[config.mk]
export PLATFORM = sky130hd
export DESIGN_NAME = cmb_core
export DESIGN_NICKNAME = d
export VERILOG_FILES = /design/src/logic/cmb_pkg.sv /design/src/logic/cmb_ptr_alu.sv /design/src/logic/cmb_zero_flag.sv /design/src/logic/cmb_core.sv
export VERILOG_INCLUDE_DIRS = /design/src /design/src/logic
export SDC_FILE = /design/constraint.sdc
export NUM_CORES = 1
export LEC_CHECK = 0
export BUFFER_PORTS_ARGS = -buffer_cell sky130_fd_sc_hd__clkbuf_2
export CORE_MARGIN = 10
export CORE_UTILIZATION = 30
export DETAILED_ROUTE_END_ITERATION = 10
export PLACE_DENSITY = 0.58
export SLEW_MARGIN = 20
export SYNTH_ARGS = -nofsm -noshare
export SYNTH_HDL_FRONTEND = slang
export SYNTH_HIERARCHICAL = 1
export SYNTH_SLANG_ARGS = --single-unit
[constraint.sdc]
create_clock -name i_core_clk -period 8.3 [get_ports i_core_clk]
set_input_delay 1.66 -clock i_core_clk [delete_from_list [all_inputs] [get_ports i_core_clk]]
set_output_delay 1.66 -clock i_core_clk [all_outputs]
set_load 0.05 [all_outputs]
[src/logic/cmb_map.svh]
// Offsets, offset range limits and reset values of the move/bank execution block
// Assumes inclusion by bare name from design files
`ifndef CMB_MAP_SVH
`define CMB_MAP_SVH
`define CMB_W_RST        8'h00
`define CMB_BANK_RST     5'h00
`define CMB_PTR_RST      16'h0000
`define CMB_ZERO_RST     1'b0
// Pointer target register addresses inside the 7-bit bank offset
`define CMB_TGT0_OFS     7'h00
`define CMB_TGT1_OFS     7'h01
// Pointer byte registers inside the 7-bit bank offset
`define CMB_PTR0_LO_OFS  7'h04
`define CMB_PTR0_HI_OFS  7'h05
`define CMB_PTR1_LO_OFS  7'h06
`define CMB_PTR1_HI_OFS  7'h07
// Bank selector and accumulator readback offsets
`define CMB_BANK_OFS     7'h08
`define CMB_W_OFS        7'h09
`define CMB_OFS_MIN      -32
`define CMB_OFS_MAX      31
`endif

[src/logic/cmb_pkg.sv]
// Types shared by the move/bank execution block
// Assumes no other package
package cmb_pkg;
  typedef enum logic [2:0] {
    CMB_OP_NONE = 3'b000,
    CMB_OP_OR   = 3'b001,
    CMB_OP_COPY = 3'b010,
    CMB_OP_LDI  = 3'b011,
    CMB_OP_BANK = 3'b100
  } cmb_op_e;
  typedef enum logic [1:0] {
    CMB_UPD_PREINC  = 2'b00,
    CMB_UPD_PREDEC  = 2'b01,
    CMB_UPD_POSTINC = 2'b10,
    CMB_UPD_POSTDEC = 2'b11
  } cmb_upd_e;
  typedef enum logic [1:0] {
    CMB_ST_IDLE  = 2'b00,
    CMB_ST_READ  = 2'b01,
    CMB_ST_WRITE = 2'b10
  } cmb_state_e;
endpackage

[src/logic/cmb_ptr_alu.sv]
// Effective address and pointer update for the indirect load
// Assumes a pure combinational use by the execution core
`timescale 1ns/1ps
module cmb_ptr_alu #(
  parameter int PW = 16
) (
  // Operands
  input  wire logic [PW-1:0] i_ptr,
  input  wire logic [1:0]    i_upd_sel,
  input  wire logic          i_rel_mode,
  input  wire logic [5:0]    i_offset,
  // Results
  output logic      [PW-1:0] o_eff_addr,
  output logic      [PW-1:0] o_next_ptr
);
  // Modulo arithmetic gives wraparound for free
  wire logic [PW-1:0] ptr_inc = i_ptr + PW'(1); // RL8
  wire logic [PW-1:0] ptr_dec = i_ptr - PW'(1); // RL8
  wire logic [PW-1:0] ptr_rel = i_ptr + {{(PW-6){i_offset[5]}}, i_offset}; // RL4
  wire logic [PW-1:0] mode_addr = (i_upd_sel == cmb_pkg::CMB_UPD_PREINC) ? ptr_inc :
                                  (i_upd_sel == cmb_pkg::CMB_UPD_PREDEC) ? ptr_dec : i_ptr; // RL5
  wire logic [PW-1:0] mode_next = i_upd_sel[0] ? ptr_dec : ptr_inc; // RL6
  assign o_eff_addr = i_rel_mode ? ptr_rel : mode_addr; // RL4
  assign o_next_ptr = i_rel_mode ? i_ptr : mode_next; // RL6
endmodule

[src/logic/cmb_zero_flag.sv]
// Null-result status bit with its own update strobe
// Assumes one clock and synchronous active-low reset
`timescale 1ns/1ps
`include "cmb_map.svh"
module cmb_zero_flag #(
  parameter int DW = 8
) (
  // Clock and reset
  input  wire logic          i_core_clk,
  input  wire logic          i_rst_n,
  // Update
  input  wire logic          i_upd,
  input  wire logic [DW-1:0] i_value,
  // Flag
  output logic               o_zero
);
  always_ff @(posedge i_core_clk) begin
    if (!i_rst_n) begin
      o_zero <= `CMB_ZERO_RST;
    end else if (i_upd) begin
      o_zero <= (i_value == '0);
    end
  end
endmodule

[src/logic/cmb_core.sv]
// Execution of OR-literal, copy-operand, indirect load and bank literal
// Assumes a data space that answers a read in the same cycle as the read strobe
// What this block does
// RL1 - OR immediate into accumulator
// RL2 - Copy operand to accumulator or back
// RL3 - Copy operand updates zero flag
// RL4 - Effective address: plus one, minus one, pointer unchanged, offset
// RL5 - Update select decodes pre/post inc/dec
// RL6 - Pointer ends incremented, decremented or unchanged
// RL7 - Pointer targets redirect to pointer address
// RL8 - Pointers wrap modulo 16 bits
// RL9 - Bank literal loads selector, status untouched
// RL10 - Indirect load picks pointer, sets zero
`timescale 1ns/1ps
`include "cmb_map.svh"
module cmb_core #(
  parameter int AW = 16,
  parameter int DW = 8
) (
  // Clock and reset
  input  wire logic          i_core_clk,
  input  wire logic          i_rst_n,
  // Instruction issue
  input  wire logic          i_issue,
  input  wire logic [2:0]    i_op,
  input  wire logic [7:0]    i_imm,
  input  wire logic [6:0]    i_file_ofs,
  input  wire logic          i_dest_sel,
  input  wire logic          i_ptr_idx,
  input  wire logic [1:0]    i_ptr_update_sel,
  input  wire logic          i_rel_mode,
  output logic               o_busy,
  output logic               o_done,
  // Data space
  output logic      [AW-1:0] o_mem_addr,
  output logic               o_mem_rd,
  output logic               o_mem_wr,
  output logic      [DW-1:0] o_mem_wdata,
  input  wire logic [DW-1:0] i_mem_rdata,
  // Register port
  input  wire logic [6:0]    i_reg_addr,
  input  wire logic [DW-1:0] i_reg_wdata,
  input  wire logic          i_reg_wr,
  input  wire logic          i_reg_rd,
  output logic      [DW-1:0] o_reg_rdata,
  // Core state
  output logic      [DW-1:0] o_accum,
  output logic      [4:0]    o_bank_selector,
  output logic               o_zero,
  output logic      [AW-1:0] o_indirect_pointer0,
  output logic      [AW-1:0] o_indirect_pointer1
);
  function automatic logic [AW-1:0] bank_addr(input logic [4:0] bank, input logic [6:0] ofs);
    bank_addr = AW'({bank, ofs});
  endfunction

  cmb_pkg::cmb_state_e state;
  cmb_pkg::cmb_op_e    op_q;
  logic [DW-1:0] accum;
  logic [4:0]    bank_selector;
  logic [AW-1:0] indirect_pointer [2];
  logic          dest_q;
  logic          idx_q;
  logic [AW-1:0] next_ptr_q;
  logic [AW-1:0] addr_q;

  wire cmb_pkg::cmb_op_e op_in = cmb_pkg::cmb_op_e'(i_op);
  wire logic accept  = i_issue && (state == cmb_pkg::CMB_ST_IDLE);
  wire logic is_tgt0 = (i_file_ofs == `CMB_TGT0_OFS);
  wire logic is_tgt1 = (i_file_ofs == `CMB_TGT1_OFS);
  wire logic is_tgt  = is_tgt0 || is_tgt1;
  // Target access goes through the pointer, never to storage
  wire logic [AW-1:0] copy_addr = is_tgt ? indirect_pointer[is_tgt1] :
                                  bank_addr(bank_selector, i_file_ofs); // RL7
  wire logic [AW-1:0] sel_ptr = indirect_pointer[i_ptr_idx]; // RL10
  logic [AW-1:0] eff_addr;
  logic [AW-1:0] ldi_next;

  cmb_ptr_alu #(.PW(AW)) u_ptr_alu (
    .i_ptr      (sel_ptr),
    .i_upd_sel  (i_ptr_update_sel),
    .i_rel_mode (i_rel_mode),
    .i_offset   (i_imm[5:0]),
    .o_eff_addr (eff_addr),
    .o_next_ptr (ldi_next)
  );

  wire logic read_done  = (state == cmb_pkg::CMB_ST_READ);
  wire logic copy_back  = read_done && (op_q == cmb_pkg::CMB_OP_COPY) && dest_q;
  wire logic to_accum   = read_done && !copy_back;
  wire logic or_now     = accept && (op_in == cmb_pkg::CMB_OP_OR);
  wire logic [DW-1:0] or_value = accum | i_imm; // RL1
  wire logic zero_upd   = or_now || read_done; // RL3 RL10
  wire logic [DW-1:0] zero_val = or_now ? or_value : i_mem_rdata;
  wire logic needs_mem  = accept && ((op_in == cmb_pkg::CMB_OP_COPY) || (op_in == cmb_pkg::CMB_OP_LDI));

  cmb_zero_flag #(.DW(DW)) u_zero (
    .i_core_clk (i_core_clk),
    .i_rst_n    (i_rst_n),
    .i_upd      (zero_upd),
    .i_value    (zero_val),
    .o_zero     (o_zero)
  );

  // Bank and accumulator readback share the register port
  wire logic sw_p0lo = i_reg_wr && (i_reg_addr == `CMB_PTR0_LO_OFS);
  wire logic sw_p0hi = i_reg_wr && (i_reg_addr == `CMB_PTR0_HI_OFS);
  wire logic sw_p1lo = i_reg_wr && (i_reg_addr == `CMB_PTR1_LO_OFS);
  wire logic sw_p1hi = i_reg_wr && (i_reg_addr == `CMB_PTR1_HI_OFS);
  wire logic [DW-1:0] reg_mux =
    (i_reg_addr == `CMB_PTR0_LO_OFS) ? indirect_pointer[0][7:0] :
    (i_reg_addr == `CMB_PTR0_HI_OFS) ? indirect_pointer[0][15:8] :
    (i_reg_addr == `CMB_PTR1_LO_OFS) ? indirect_pointer[1][7:0] :
    (i_reg_addr == `CMB_PTR1_HI_OFS) ? indirect_pointer[1][15:8] :
    (i_reg_addr == `CMB_BANK_OFS)    ? DW'(bank_selector) :
    (i_reg_addr == `CMB_W_OFS)       ? accum : '0;

  always_ff @(posedge i_core_clk) begin
    if (!i_rst_n) begin
      state      <= cmb_pkg::CMB_ST_IDLE;
      op_q       <= cmb_pkg::CMB_OP_NONE;
      dest_q     <= 1'b0;
      idx_q      <= 1'b0;
      next_ptr_q <= `CMB_PTR_RST;
      addr_q     <= `CMB_PTR_RST;
    end else begin
      unique case (state)
        cmb_pkg::CMB_ST_IDLE: begin
          if (needs_mem) begin
            state      <= cmb_pkg::CMB_ST_READ;
            op_q       <= op_in;
            dest_q     <= i_dest_sel;
            idx_q      <= i_ptr_idx;
            next_ptr_q <= ldi_next;
            addr_q     <= (op_in == cmb_pkg::CMB_OP_LDI) ? eff_addr : copy_addr;
          end
        end
        cmb_pkg::CMB_ST_READ: begin
          state <= copy_back ? cmb_pkg::CMB_ST_WRITE : cmb_pkg::CMB_ST_IDLE;
        end
        cmb_pkg::CMB_ST_WRITE: begin
          state <= cmb_pkg::CMB_ST_IDLE;
        end
        default: begin
          state <= cmb_pkg::CMB_ST_IDLE;
        end
      endcase
    end
  end

  always_ff @(posedge i_core_clk) begin
    if (!i_rst_n) begin
      accum         <= `CMB_W_RST;
      bank_selector <= `CMB_BANK_RST;
    end else begin
      if (or_now) begin
        accum <= or_value; // RL1
      end else if (to_accum) begin
        accum <= i_mem_rdata; // RL2
      end
      if (accept && (op_in == cmb_pkg::CMB_OP_BANK)) begin
        bank_selector <= i_imm[4:0]; // RL9
      end
    end
  end

  // Software pointer writes lose to an indirect load finishing on the same pointer in the same cycle
  for (genvar p = 0; p < 2; p++) begin : g_ptr
    always_ff @(posedge i_core_clk) begin
      if (!i_rst_n) begin
        indirect_pointer[p] <= `CMB_PTR_RST;
      end else if (read_done && (op_q == cmb_pkg::CMB_OP_LDI) && (idx_q == 1'(p))) begin
        indirect_pointer[p] <= next_ptr_q; // RL6
      end else if ((p == 0) ? sw_p0lo : sw_p1lo) begin
        indirect_pointer[p][7:0] <= i_reg_wdata;
      end else if ((p == 0) ? sw_p0hi : sw_p1hi) begin
        indirect_pointer[p][15:8] <= i_reg_wdata;
      end
    end
  end

  logic [DW-1:0] wdata_q;
  always_ff @(posedge i_core_clk) begin
    if (!i_rst_n) begin
      wdata_q     <= '0;
      o_reg_rdata <= '0;
    end else begin
      if (copy_back) begin
        wdata_q <= i_mem_rdata; // RL2
      end
      if (i_reg_rd) begin
        o_reg_rdata <= reg_mux;
      end
    end
  end

  assign o_mem_addr          = addr_q;
  // Read strobe marks the cycle in which rdata is taken
  assign o_mem_rd            = read_done;
  assign o_mem_wr            = (state == cmb_pkg::CMB_ST_WRITE);
  assign o_mem_wdata         = wdata_q;
  assign o_busy              = (state != cmb_pkg::CMB_ST_IDLE);
  assign o_done              = (read_done && !copy_back) || o_mem_wr || (accept && !needs_mem);
  assign o_accum             = accum;
  assign o_bank_selector     = bank_selector;
  assign o_indirect_pointer0 = indirect_pointer[0];
  assign o_indirect_pointer1 = indirect_pointer[1];
endmodule

# After elaboration in Yosys (flattened, before gate mapping)
# Memories as Yosys holds them, arrays and structs flattened.
# Cells that the tools add are included.
[word_totals] out_inout_bits=82 word_cells=119 in_bits=51 ramBits=32 memories=1 reg_bits=69
[mem_list] memory="indirect_pointer" words=2 width=16 rd=4 rd_ports_with_merged_regs=0 write_ports=2 line="cmb_core.sv:61" source="logic [AW-1:0] indirect_pointer [2];"
[op_classes] n_reduce_logical=29 eq_ne=17 muxes=50 n_addsub=3 bitwise_logic=8
[ops] op="16-bit two-way mux" n=9
[ops] op="8-bit two-way mux" n=13
[ops] op="7-bit by 3-bit equality test with 1-bit output, second input constant" n=4
[ops] op="1-bit two-way mux" n=25
[ops] op="16-bit by 1-bit adder with 16-bit output, second input constant" n=1
[ops] op="16-bit adder" n=1
[ops] op="16-bit by 1-bit subtractor with 16-bit output, second input constant" n=1
[ops] op="1-bit logical AND" n=15
[ops] op="7-bit by 4-bit equality test with 1-bit output, second input constant" n=2
[ops] op="3-bit by 2-bit equality test with 1-bit output, second input constant" n=4
[ops] op="8-bit zero test" n=1
[ops] op="8-bit bitwise OR" n=1
[ops] op="7-bit by 1-bit equality test with 1-bit output, second input constant" n=1
[ops] op="7-bit zero test" n=1
[ops] op="1-bit bitwise OR" n=6
[ops] op="1-bit logical OR" n=5
[ops] op="2-bit by 1-bit equality test with 1-bit output, second input constant" n=2
[ops] op="2-bit zero test" n=2
[ops] op="2-bit two-way mux" n=2
[ops] op="2-bit one-hot mux with 2 select lines" n=1
[ops] op="2-bit nonzero test" n=2
[ops] op="3-bit by 1-bit equality test with 1-bit output, second input constant" n=1
[ops] op="3-bit equality test, second input constant" n=1
[ops] op="2-bit equality test, second input constant" n=1
[ops] op="4 further kinds" n=5

# Longest topological paths before layout
# Gate-level depths: netlist of run 1.
[logic_depth] depth_word=8 depth_mapped=13 depth_no_buf=12

# Cells and area by module
# Netlist of run 1, hierarchy kept.
[modules_own_cells] mod="cmb_core" area_per_inst_um2=5171.2 instances=1 cells_per_inst=566
[modules_own_cells] mod="cmb_ptr_alu" area_per_inst_um2=1716.6 instances=1 cells_per_inst=258
[modules_own_cells] mod="cmb_zero_flag" area_per_inst_um2=58.8 instances=1 cells_per_inst=7

# Worst setup path after synthesis of run 1
# No wires, ideal clock.
[synth_timing] path_kind="input to register" startpoint="in i_ptr_idx" endpoint="reg addr_q[14] (netlist: o_mem_addr[14])" n_path_buf=1 arrival_time_ns=4.392 required_time_ns=8.167 setup_slack_ns=3.775 setup_ns=0.133 cell_stages=12 path_cell_list="clkbuf_1 -> o21ai_0 -> ha_1 -> fa_1 -> a21oi_1 -> o21ai_0 -> a21o_1 -> a221o_1 -> o41ai_1 -> and3b_1 -> a21oi_1 -> a21oi_1"
[synth_via] elab_chain_len=6
[synth_rtl] element="start, declared" line="cmb_core.sv:29" source="input wire logic i_ptr_idx,"
[synth_rtl] element="memory 2 x 16 bit *"
[synth_rtl] element="named net sel_ptr[0]" line="cmb_core.sv:75" source="wire logic [AW-1:0] sel_ptr = indirect_pointer[i_ptr_idx];"
[synth_rtl] element="16-bit by 1-bit subtractor with 16-bit output" line="cmb_ptr_alu.sv:18" source="wire logic [PW-1:0] ptr_dec = i_ptr - PW'(1);"
[synth_rtl] element="16-bit two-way mux" line="cmb_ptr_alu.sv:21" source="(i_upd_sel == cmb_pkg::CMB_UPD_PREDEC) ? ptr_dec : i_ptr;"
[synth_rtl] element="16-bit two-way mux" line="cmb_ptr_alu.sv:20" source="wire logic [PW-1:0] mode_addr = (i_upd_sel == cmb_pkg::CMB_UPD_PREINC) ? ptr_inc :"
[synth_rtl] element="16-bit two-way mux *" line="cmb_ptr_alu.sv:23" source="assign o_eff_addr = i_rel_mode ? ptr_rel : mode_addr;"
[synth_rtl] element="named net eff_addr[14]" line="cmb_core.sv:76" source="logic [AW-1:0] eff_addr;"
[synth_rtl] element="16-bit two-way mux *" line="cmb_core.sv:135" source="addr_q <= (op_in == cmb_pkg::CMB_OP_LDI) ? eff_addr : copy_addr;"
[synth_rtl] element="end signal, assigned" line="cmb_core.sv:125" source="addr_q <= `CMB_PTR_RST;"
[synth_rtl] element="end signal, assigned" line="cmb_core.sv:135"
[synth_rtl] element="end, declared" line="cmb_core.sv:65" source="logic [AW-1:0] addr_q;"
# The timed path passes the listed nets; every way through them passes the cells marked *.
# A chain may end at the register's enable or synchronous reset.

# Final worst setup path of run 1
[layout_timing] startpoint="in i_ptr_idx" endpoint="reg addr_q[11] (netlist: o_mem_addr[11])"
# The elaborated chain is that of the path after synthesis.

==> impl_metrics.json, run 1 <==
{
  "port_buffers": 132,
  "holdCritPathClass": "flop to flop",
  "ctsHoldBuffers": 0,
  "drt_first_iter_violations": 518,
  "cp_max_fo": 20,
  "synth_cells": 831,
  "relSlewSlack_pct": 28.5,
  "cts.sinks": 101,
  "setup_viol_count_final": 0,
  "cts_setup_buffers": 0,
  "cp-end-kind": "flop",
  "r2r_cells": 11,
  "slowest_stage": "o21ai_0",
  "grt_pass1_wl_um": 38800,
  "clk_latency_ps": 370,
  "fmax_ghz": 0.213,
  "min_period_ps": 4690,
  "netlist.top_cell.by_area": "dfxtp_1",
  "fin_skew_ps": 15.7,
  "dp_hpwl_um": 19800,
  "die_area_um2": 29600,
  "synth.avg_cell_area_um2": 8.36,
  "drc": 0,
  "wirelength_um": 26000,
  "grt_use_total_pct": 16.9,
  "gp_congestion": 0.923,
  "antenna_found_initial": 0,
  "rsz0062_at_grt": "false",
  "crit_path_start_kind": "input pin",
  "place_ws_ps": 3340,
  "leakage_nw": 3.21,
  "maxSlewViolCount": 0,
  "drive_above_1_share_pct": 21.5,
  "crit_path_max_incr_delay_ps": 850,
  "synth_common_cells": "nand2_1 (81), a21oi_1 (80), dfxtp_1 (69)",
  "io_pins": 133,
  "reg2reg_slack_ps": 4710,
  "cts_buffers": 9,
  "synth_edf_count": 32,
  "detail-route-antenna-nets": 0,
  "reg2reg_from": "indirect_pointer[0][1]",
  "totalPowerFinal_mw": 1.31,
  "ys_types": 80,
  "fillers": 2378,
  "status": "finished, final reports clean",
  "fin_crit_sh_pct": 56.5,
  "worst_slack_ps": 3610,
  "fp-row-count": 55,
  "cts_resized": 0,
  "synth_flop_cell": "dfxtp_1",
  "peakVddDrop_mv": 0.0884,
  "clk_pin_slew_worst_paths_ps": 80,
  "synth_area_leaders": "dfxtp_1 (20%), edfxtp_1 (14%), a21oi_1 (5.8%)",
  "post-synth-top-count-cell": "nand2_1",
  "core_um2": 22700,
  "crit_required_ps": 8560,
  "area_growth_pct": 15.7,
  "cts_root_buf": "clkbuf_16",
  "fin_nets": 985,
  "via_per_inst": 5.67,
  "crit_start": "i_ptr_idx",
  "reg2reg_to": "o_mem_addr[11]",
  "path_class": "input pin to flop",
  "vias": 6835,
  "antenna_cells": 0,
  "postSynth.asyncResetShare_pct": 0,
  "cts_tree": "built",
  "initial_core_util_pct": 30.6,
  "multiInputGateArea_um2": 4220,
  "power.density_nw_per_um2": 163,
  "ys.warnings.count": 6,
  "netlist_area_um2": 6950,
  "gr-total-overflow": 0,
  "final_core_util_pct": 35.4,
  "cp_cell_sequence": "clkbuf_2 -> o21ai_0 -> ha_1 -> a211oi_1 -> nor3_1 -> o311ai_0 -> nand2_1 -> xnor2_1 -> a21oi_1 -> nor2b_1 -> o41ai_1",
  "worst_slew_pin_slew_ps": 1060,
  "fp.dieH_um": 172,
  "die_w_um": 172,
  "ys_seq_area_share_pct": 33.7,
  "wire_per_inst_um": 21.6,
  "grt_max_degree": 44,
  "grt_pass1_vias": 6550,
  "synth_top_area_share_pct": 19.9,
  "clockBufferDepth": 2,
  "cap_violations": 0,
  "cts-htree-levels": 3,
  "synth_nets": 900,
  "seq_area_um2": 2340,
  "worstSetupEndpoint": "o_mem_addr[11]",
  "finalHoldViolCount": 0,
  "dr.pass1.iters": 6,
  "setup-tns-final_ps": 0,
  "worst_ep_arrival_time_ps": 4940,
  "ys_seq_elements": 101
}
-- worst min path at each step --
| stage | from | end | slack, ps | cells after the start |
|---|---|---|---|---|
| finish | u_zero/o_zero | u_zero/o_zero | 460 | 2 |
| CTS | o_mem_wdata[6] | o_mem_wdata[6] | 460 | 2 |
| global placement | o_mem_wdata[3] | o_mem_wdata[3] | 440 | 2 |
| floorplan | op_q[1] | op_q[1] | 430 | 2 |
| global route | o_mem_wdata[1] | o_mem_wdata[1] | 480 | 2 |
| detailed placement | o_mem_wdata[6] | o_mem_wdata[6] | 450 | 2 |
-- placed cells by master, fill, tap and decap left out, drive strengths merged, types with 18 or more instances in the layout --
| cell | instances |
|---|---|
| dfxtp | 69 |
| nand3 | 20 |
| edfxtp | 32 |
| a21oi | 81 |
| nor3 | 28 |
| inv | 42 |
| xor2 | 18 |
| nand2 | 81 |
| xnor2 | 23 |
| o21ai | 41 |
| clkbuf | 141 |
| a22o | 32 |
| mux2i | 31 |
| mux2 | 23 |
| nor2 | 62 |
-- critical path, delay by kind of cell --
kind | cells | cell delay, ps
fa+ha+maj | 1 | 380
xor+xnor | 1 | 140
simple gates | 3 | 390
compound gates | 5 | 2090
buf+inv | 1 | 270
-- where the power goes --
group          total (mW)  switching (mW)  leakage [nW]  internal [mW]
clock network       0.436           0.220         0.149          0.216
registers           0.556          0.0282         0.864          0.527
logic               0.319           0.217          2.20          0.103
-- cells by family after synthesis --
| group | synth area share, % |
|---|---|
| XOR/XNOR | 5.17 |
| flip-flops | 33.7 |
| AO/OA/AOI/OAI | 22.4 |
| multiplexers | 8.20 |
| buffers and inverters | 5.67 |
| AND/OR/NAND/NOR | 21.5 |
| adder cells (fa/ha/maj) | 3.35 |
-- per-stage QoR --
step / hold slack (ps) / area (um^2) / std cells
2_1_floorplan: 432 / 6950 / 831
3_3_place_gp: 441 / 7730 / 1190
5_1_grt: 484 / 8040 / 1206
4_1_cts: 457 / 8040 / 1206
3_5_place_dp: 447 / 7740 / 1190
6_report: 456 / 8040 / 1206
-- registers in the layout (all words and copies together) (netlist names) --
name / cells
dest_q: 1
idx_q: 1
indirect_pointer: 32
next_ptr_q: 16
o_accum: 8
o_bank_selector: 5
o_mem_addr: 16
o_mem_wdata: 8
o_reg_rdata: 8
op_q: 3
state: 2
u_zero/o_zero: 1
-- metal layers --
layer | vias up | track usage [%] | share of wire [%]
met5 | - | 0 | 0
met4 | 0 | 5.88 | 2.9
met3 | 49 | 4.22 | 7.7
met2 | 275 | 27.2 | 46
met1 | 3275 | 21.5 | 43
li1 | 3236 | - | -
-- final cells by class --
type | count | share of cell area, %
clock inverter | 7 | 0.949
sequential | 101 | 29.1
timing repair buffer | 134 | 8.40
clock buffer | 9 | 2.80
multi-input combinational | 633 | 52.5
inverter | 37 | 1.73
tap | 285 | 4.44
Power figures use the tool's default switching activity.
==> run 2, diff against run 1 <==
- PLACE_DENSITY: 0.58 -> 0.59
- clock period: 8.3 -> 4.3 ns (I/O delays scaled with it)
==> run 2 against run 1 <==
Compared with the run above:
- clock skew is 4.8 ps lower
- critical path depth stayed put
- sequential share of layout area is 0.30 points lower
- cell area is 1.0% higher
- sequential power is 92% higher
- hold slack worse by 3.4 ps
- clock power is 92% higher
- global-route usage is 0.14 points lower
- power is 93% higher
- register-to-register slack worse by 3600 ps
- die area stayed put
==> impl_metrics.json, run 2 (synthesis results as in run 1) <==
{
  "fin_skew_ps": 10.9,
  "final_cell_mix": "clkbuf_2 (132), nand2_1 (81), a21oi_1 (80), dfxtp_1 (69), nor2_1 (61)",
  "crit_path_start_kind": "input pin",
  "fmax_ghz": 0.280,
  "largest_register_ffs": 32,
  "placedCellCount": 1201,
  "ctsHoldBuffers": 0,
  "die_area_um2": 29600,
  "top_register": "indirect_pointer",
  "gr-total-overflow": 0,
  "wire_per_inst_um": 21.2,
  "fin_crit_sh_pct": 83.1,
  "antenna_found_initial": 1,
  "clk_pin_slew_worst_paths_ps": 80,
  "io_pins": 133,
  "cts.sinks": 101,
  "grt_pass1_vias": 6373,
  "die_w_um": 172,
  "clk_latency_ps": 360,
  "fillers": 2394,
  "dp_hpwl_um": 19800,
  "crit_required_ps": 4530,
  "worst_slew_pin_slew_ps": 984,
  "path_class": "input pin to flop",
  "rsz0062_at_grt": "false",
  "grt_pass1_wl_um": 38200,
  "grt_use_total_pct": 16.8,
  "crit_top_cell": "a21oi_1",
  "cp_max_fo": 20,
  "gp_congestion": 0.924,
  "fp.dieH_um": 172,
  "wirelength_um": 25800,
  "peakVddDrop_mv": 0.173,
  "final_cells": 1217,
  "cp_cell_sequence": "clkbuf_2 -> mux2_2 -> ha_1 -> a21oi_1 -> o21ai_1 -> a221o_1 -> a221o_1 -> o41ai_1 -> and3b_1 -> a21oi_1 -> a21oi_1",
  "grt_max_degree": 43,
  "core_um2": 22700,
  "relSlewSlack_pct": 34.1,
  "holdCritPathClass": "flop to flop",
  "power.density_nw_per_um2": 311,
  "cts_setup_buffers": 0,
  "cts_root_buf": "clkbuf_16",
  "fin_nets": 996,
  "leakage_nw": 3.27,
  "drt_first_iter_violations": 641,
  "drc": 0,
  "slowest_stage": "mux2_2",
  "worst_ep_arrival_time_ps": 3800,
  "antenna_cells": 0,
  "stdcell_area_um2": 8120,
  "via_per_inst": 5.58,
  "final_common_cell": "clkbuf_2",
  "setup_viol_count_final": 0,
  "port_buffers": 132,
  "drive_above_1_share_pct": 22.2,
  "seq_area_um2": 2340,
  "crit_path_max_incr_delay_ps": 470,
  "status": "finished, final reports clean",
  "cts-htree-levels": 3,
  "vias": 6794,
  "cts_tree": "built",
  "multiInputGateArea_um2": 4220,
  "min_period_ps": 3570,
  "cts_buffers": 9,
  "cap_violations": 0,
  "detail-route-antenna-nets": 0,
  "area_growth_pct": 16.9,
  "cts_resized": 0,
  "post_dp_cell_area_um2": 7820,
  "maxSlewViolCount": 0,
  "setup-tns-final_ps": 0,
  "fp-row-count": 55,
  "dr.pass1.iters": 5,
  "clockBufferDepth": 2,
  "cp-end-kind": "flop",
  "initial_core_util_pct": 30.6,
  "worst_slack_ps": 727,
  "place_ws_ps": 433,
  "finalHoldViolCount": 0
}
[run 2: cell types whose count changed in the layout (fill, tap and decap cells not counted), moves of 2 or more]
| cell | before | now |
|---|---|---|
| buf_4 | 2 | 13 |
| clkinv_8 | 0 | 2 |
| nor2_1 | 59 | 61 |
| nor2_2 | 3 | 1 |
[run 2: path summary, 6_finish.rpt]
path,startpoint,end,slack (ps),cells after the start
worst max-delay path,i_ptr_idx,o_mem_addr[14],730,11
worst min-delay path,u_zero/o_zero,u_zero/o_zero,450,2
worst min register to register,u_zero/o_zero,u_zero/o_zero,450,2
worst max register to register,indirect_pointer[1][9],o_mem_addr[14],1080,10
[run 2: report_power, final]
| part | switching [mW] | leakage, nW | internal (mW) |
|---|---|---|---|
| logic | 0.415 | 2.25 | 0.205 |
| clock network | 0.419 | 0.150 | 0.417 |
| registers | 0.0554 | 0.864 | 1.02 |
[run 2: metal layers]
layer,routed length (um),vias up,part of all wire [%],GRT usage (%)
li1,-,3258,-,-
met1,11000,3234,43,21.7
met2,12500,265,48,27.8
met3,1750,35,6.8,2.71
met4,556,2,2.2,5.21
met5,13,-,0.050,0
[run 2: layout make-up]
| type | count | area share, % |
|---|---|---|
| multi-input cells | 633 | 51.9 |
| flip-flops and latches | 101 | 28.8 |
| clock inverters | 7 | 1.00 |
| repair buffers | 145 | 9.34 |
| inverters | 37 | 1.71 |
| clock buffers | 9 | 2.77 |
| well taps | 285 | 4.39 |
[run 2: metrics by stage]
| step | hold slack [ps] | util (%) | total power [mW] |
|---|---|---|---|
| final | 452 | 35.8 | 2.53 |
| after global routing | 474 | 35.8 | 2.63 |
| after CTS | 454 | 35.8 | 2.54 |
| after detailed placement | 443 | 34.4 | 1.71 |
| after global placement | 436 | 34.4 | 1.71 |
| after floorplan | 432 | - | 1.52 |
[run 2: critical path: cells and delay by family]
| family | cells | cell delay (ps) |
|---|---|---|
| AOI/OAI and AO/OA | 7 | 1470 |
| muxes | 1 | 470 |
| adders and majority gates | 1 | 420 |
| buffers and inverters | 1 | 350 |
| and+or+nand+nor | 1 | 210 |
==> run 3, diff against run 2 <==
- PLACE_DENSITY: 0.59 -> 0.58
- clock period: 4.3 -> 3.7 ns (I/O delays scaled with it)
==> run 3 against run 2 <==
Compared with the run above:
- via count is 3.3% higher
- non-clock buffer count grew 33
- global-route usage rose by 0.50 points
- sequential power increased by 16%
- largest cell class unchanged
- combinational power rose by 24%
- core utilization rose by 1.1 points
- clock power grew 25%
- power increased by 21%
- clock skew up 1.2 ps
- die area did not move
==> impl_metrics.json, run 3 (synthesis results as in run 1) <==
{
  "crit_path_start_kind": "input pin",
  "relSlewSlack_pct": 36.1,
  "clk_latency_ps": 360,
  "grt_pass1_wl_um": 39800,
  "multiInputGateArea_um2": 4220,
  "final_common_cell": "clkbuf_2",
  "worst_ep_arrival_time_ps": 3600,
  "maxSlewViolCount": 0,
  "fmax_ghz": 0.298,
  "place_ws_ps": 34.0,
  "final_cells": 1250,
  "top_register": "indirect_pointer",
  "totalPowerFinal_mw": 3.05,
  "cts_buffers": 9,
  "antenna_cells": 0,
  "cp_max_fo": 14,
  "die_area_um2": 29600,
  "worst_slew_pin_slew_ps": 951,
  "dp_hpwl_um": 20700,
  "io_pins": 133,
  "holdCritPathClass": "flop to flop",
  "cp-end-kind": "flop",
  "fin_skew_ps": 12.1,
  "wirelength_um": 26700,
  "largest_register_ffs": 32,
  "fillers": 2388,
  "fp.dieH_um": 172,
  "leakage_nw": 3.43,
  "placedCellCount": 1234,
  "cts_root_buf": "clkbuf_16",
  "detail-route-antenna-nets": 0,
  "clockBufferDepth": 2,
  "crit_required_ps": 3940,
  "drt_first_iter_violations": 689,
  "fp-row-count": 55,
  "peakVddDrop_mv": 0.227,
  "gp_congestion": 0.900,
  "seq_area_um2": 2340,
  "grt_pass1_vias": 6682,
  "status": "finished, final reports clean",
  "wire_per_inst_um": 21.3,
  "cts.sinks": 101,
  "gr-total-overflow": 0,
  "cts_tree": "built",
  "final_core_util_pct": 36.9,
  "fin_nets": 1029,
  "power.density_nw_per_um2": 364,
  "grt_use_total_pct": 17.3,
  "grt_max_degree": 43,
  "min_period_ps": 3360,
  "cap_violations": 0,
  "ctsHoldBuffers": 0,
  "clk_pin_slew_worst_paths_ps": 80,
  "rsz0062_at_grt": "false",
  "die_w_um": 172,
  "initial_core_util_pct": 30.6,
  "path_class": "input pin to flop",
  "fin_crit_sh_pct": 90.8,
  "port_buffers": 132,
  "antenna_found_initial": 0,
  "cts_setup_buffers": 0,
  "cts_resized": 0,
  "setup-tns-final_ps": 0,
  "vias": 7015,
  "dr.pass1.iters": 5,
  "area_growth_pct": 20.6,
  "cts-htree-levels": 3,
  "final_cell_mix": "clkbuf_2 (132), nand2_1 (81), a21oi_1 (80), dfxtp_1 (69), nor2_1 (61)",
  "core_um2": 22700,
  "via_per_inst": 5.61,
  "drc": 0,
  "finalHoldViolCount": 0,
  "setup_viol_count_final": 0,
  "drive_above_1_share_pct": 24.9,
  "worst_slack_ps": 341
}
run 3: changes by cell type in the layout (fill, tap and decap cells not counted), sizes merged:
cell / change
buf: +33
bufinv: +1
clkinv: -3
inv: +2
run 3: worst max-delay path: stages:
cell,delay [ps]
clkbuf_2,270
o21ai_0,210
ha_1,290
fa_1,420
a21oi_1,270
o21ai_0,130
a21o_1,230
a221o_1,330
o41ai_1,250
and3b_1,220
a21oi_1,160
a21oi_1,80
run 3: per-layer routing:
layer  vias up  GRT usage [%]  share of wire [%]
met5         -              0                  0
met4         0           5.06                2.5
met3        50           3.19                7.4
met2       275           29.4                 48
met1      3369           21.7                 42
li1       3321              -                  -
run 3: final timing paths:
| check | from | endpoint | slack (ps) | depth (start not counted) |
|---|---|---|---|---|
| max | i_ptr_idx | o_mem_addr[14] | 340 | 12 |
| min | u_zero/o_zero | u_zero/o_zero | 450 | 2 |
| max reg2reg | indirect_pointer[0][0] | o_mem_addr[14] | 460 | 12 |
| min reg2reg | u_zero/o_zero | u_zero/o_zero | 450 | 2 |
run 3: metrics by stage:
step                      cell area (um^2)  hold WS (ps)
after floorplan                       6950           432
after global placement                8060           441
after CTS                             8380           454
after detailed placement              8060           444
final                                 8380           454
after global routing                  8380           472
run 3: layout make-up:
class,instances,share of cell area (%)
multi-input combinational,633,50.4
clock buffer,9,2.69
sequential,101,28.0
inverter,37,1.66
clock inverter,7,1.08
timing repair buffer,178,12.0
tap,285,4.26
run 3: power breakdown:
group / switching, mW / internal, mW
clock: 0.491 / 0.547
sequential: 0.0619 / 1.18
combinational: 0.501 / 0.268
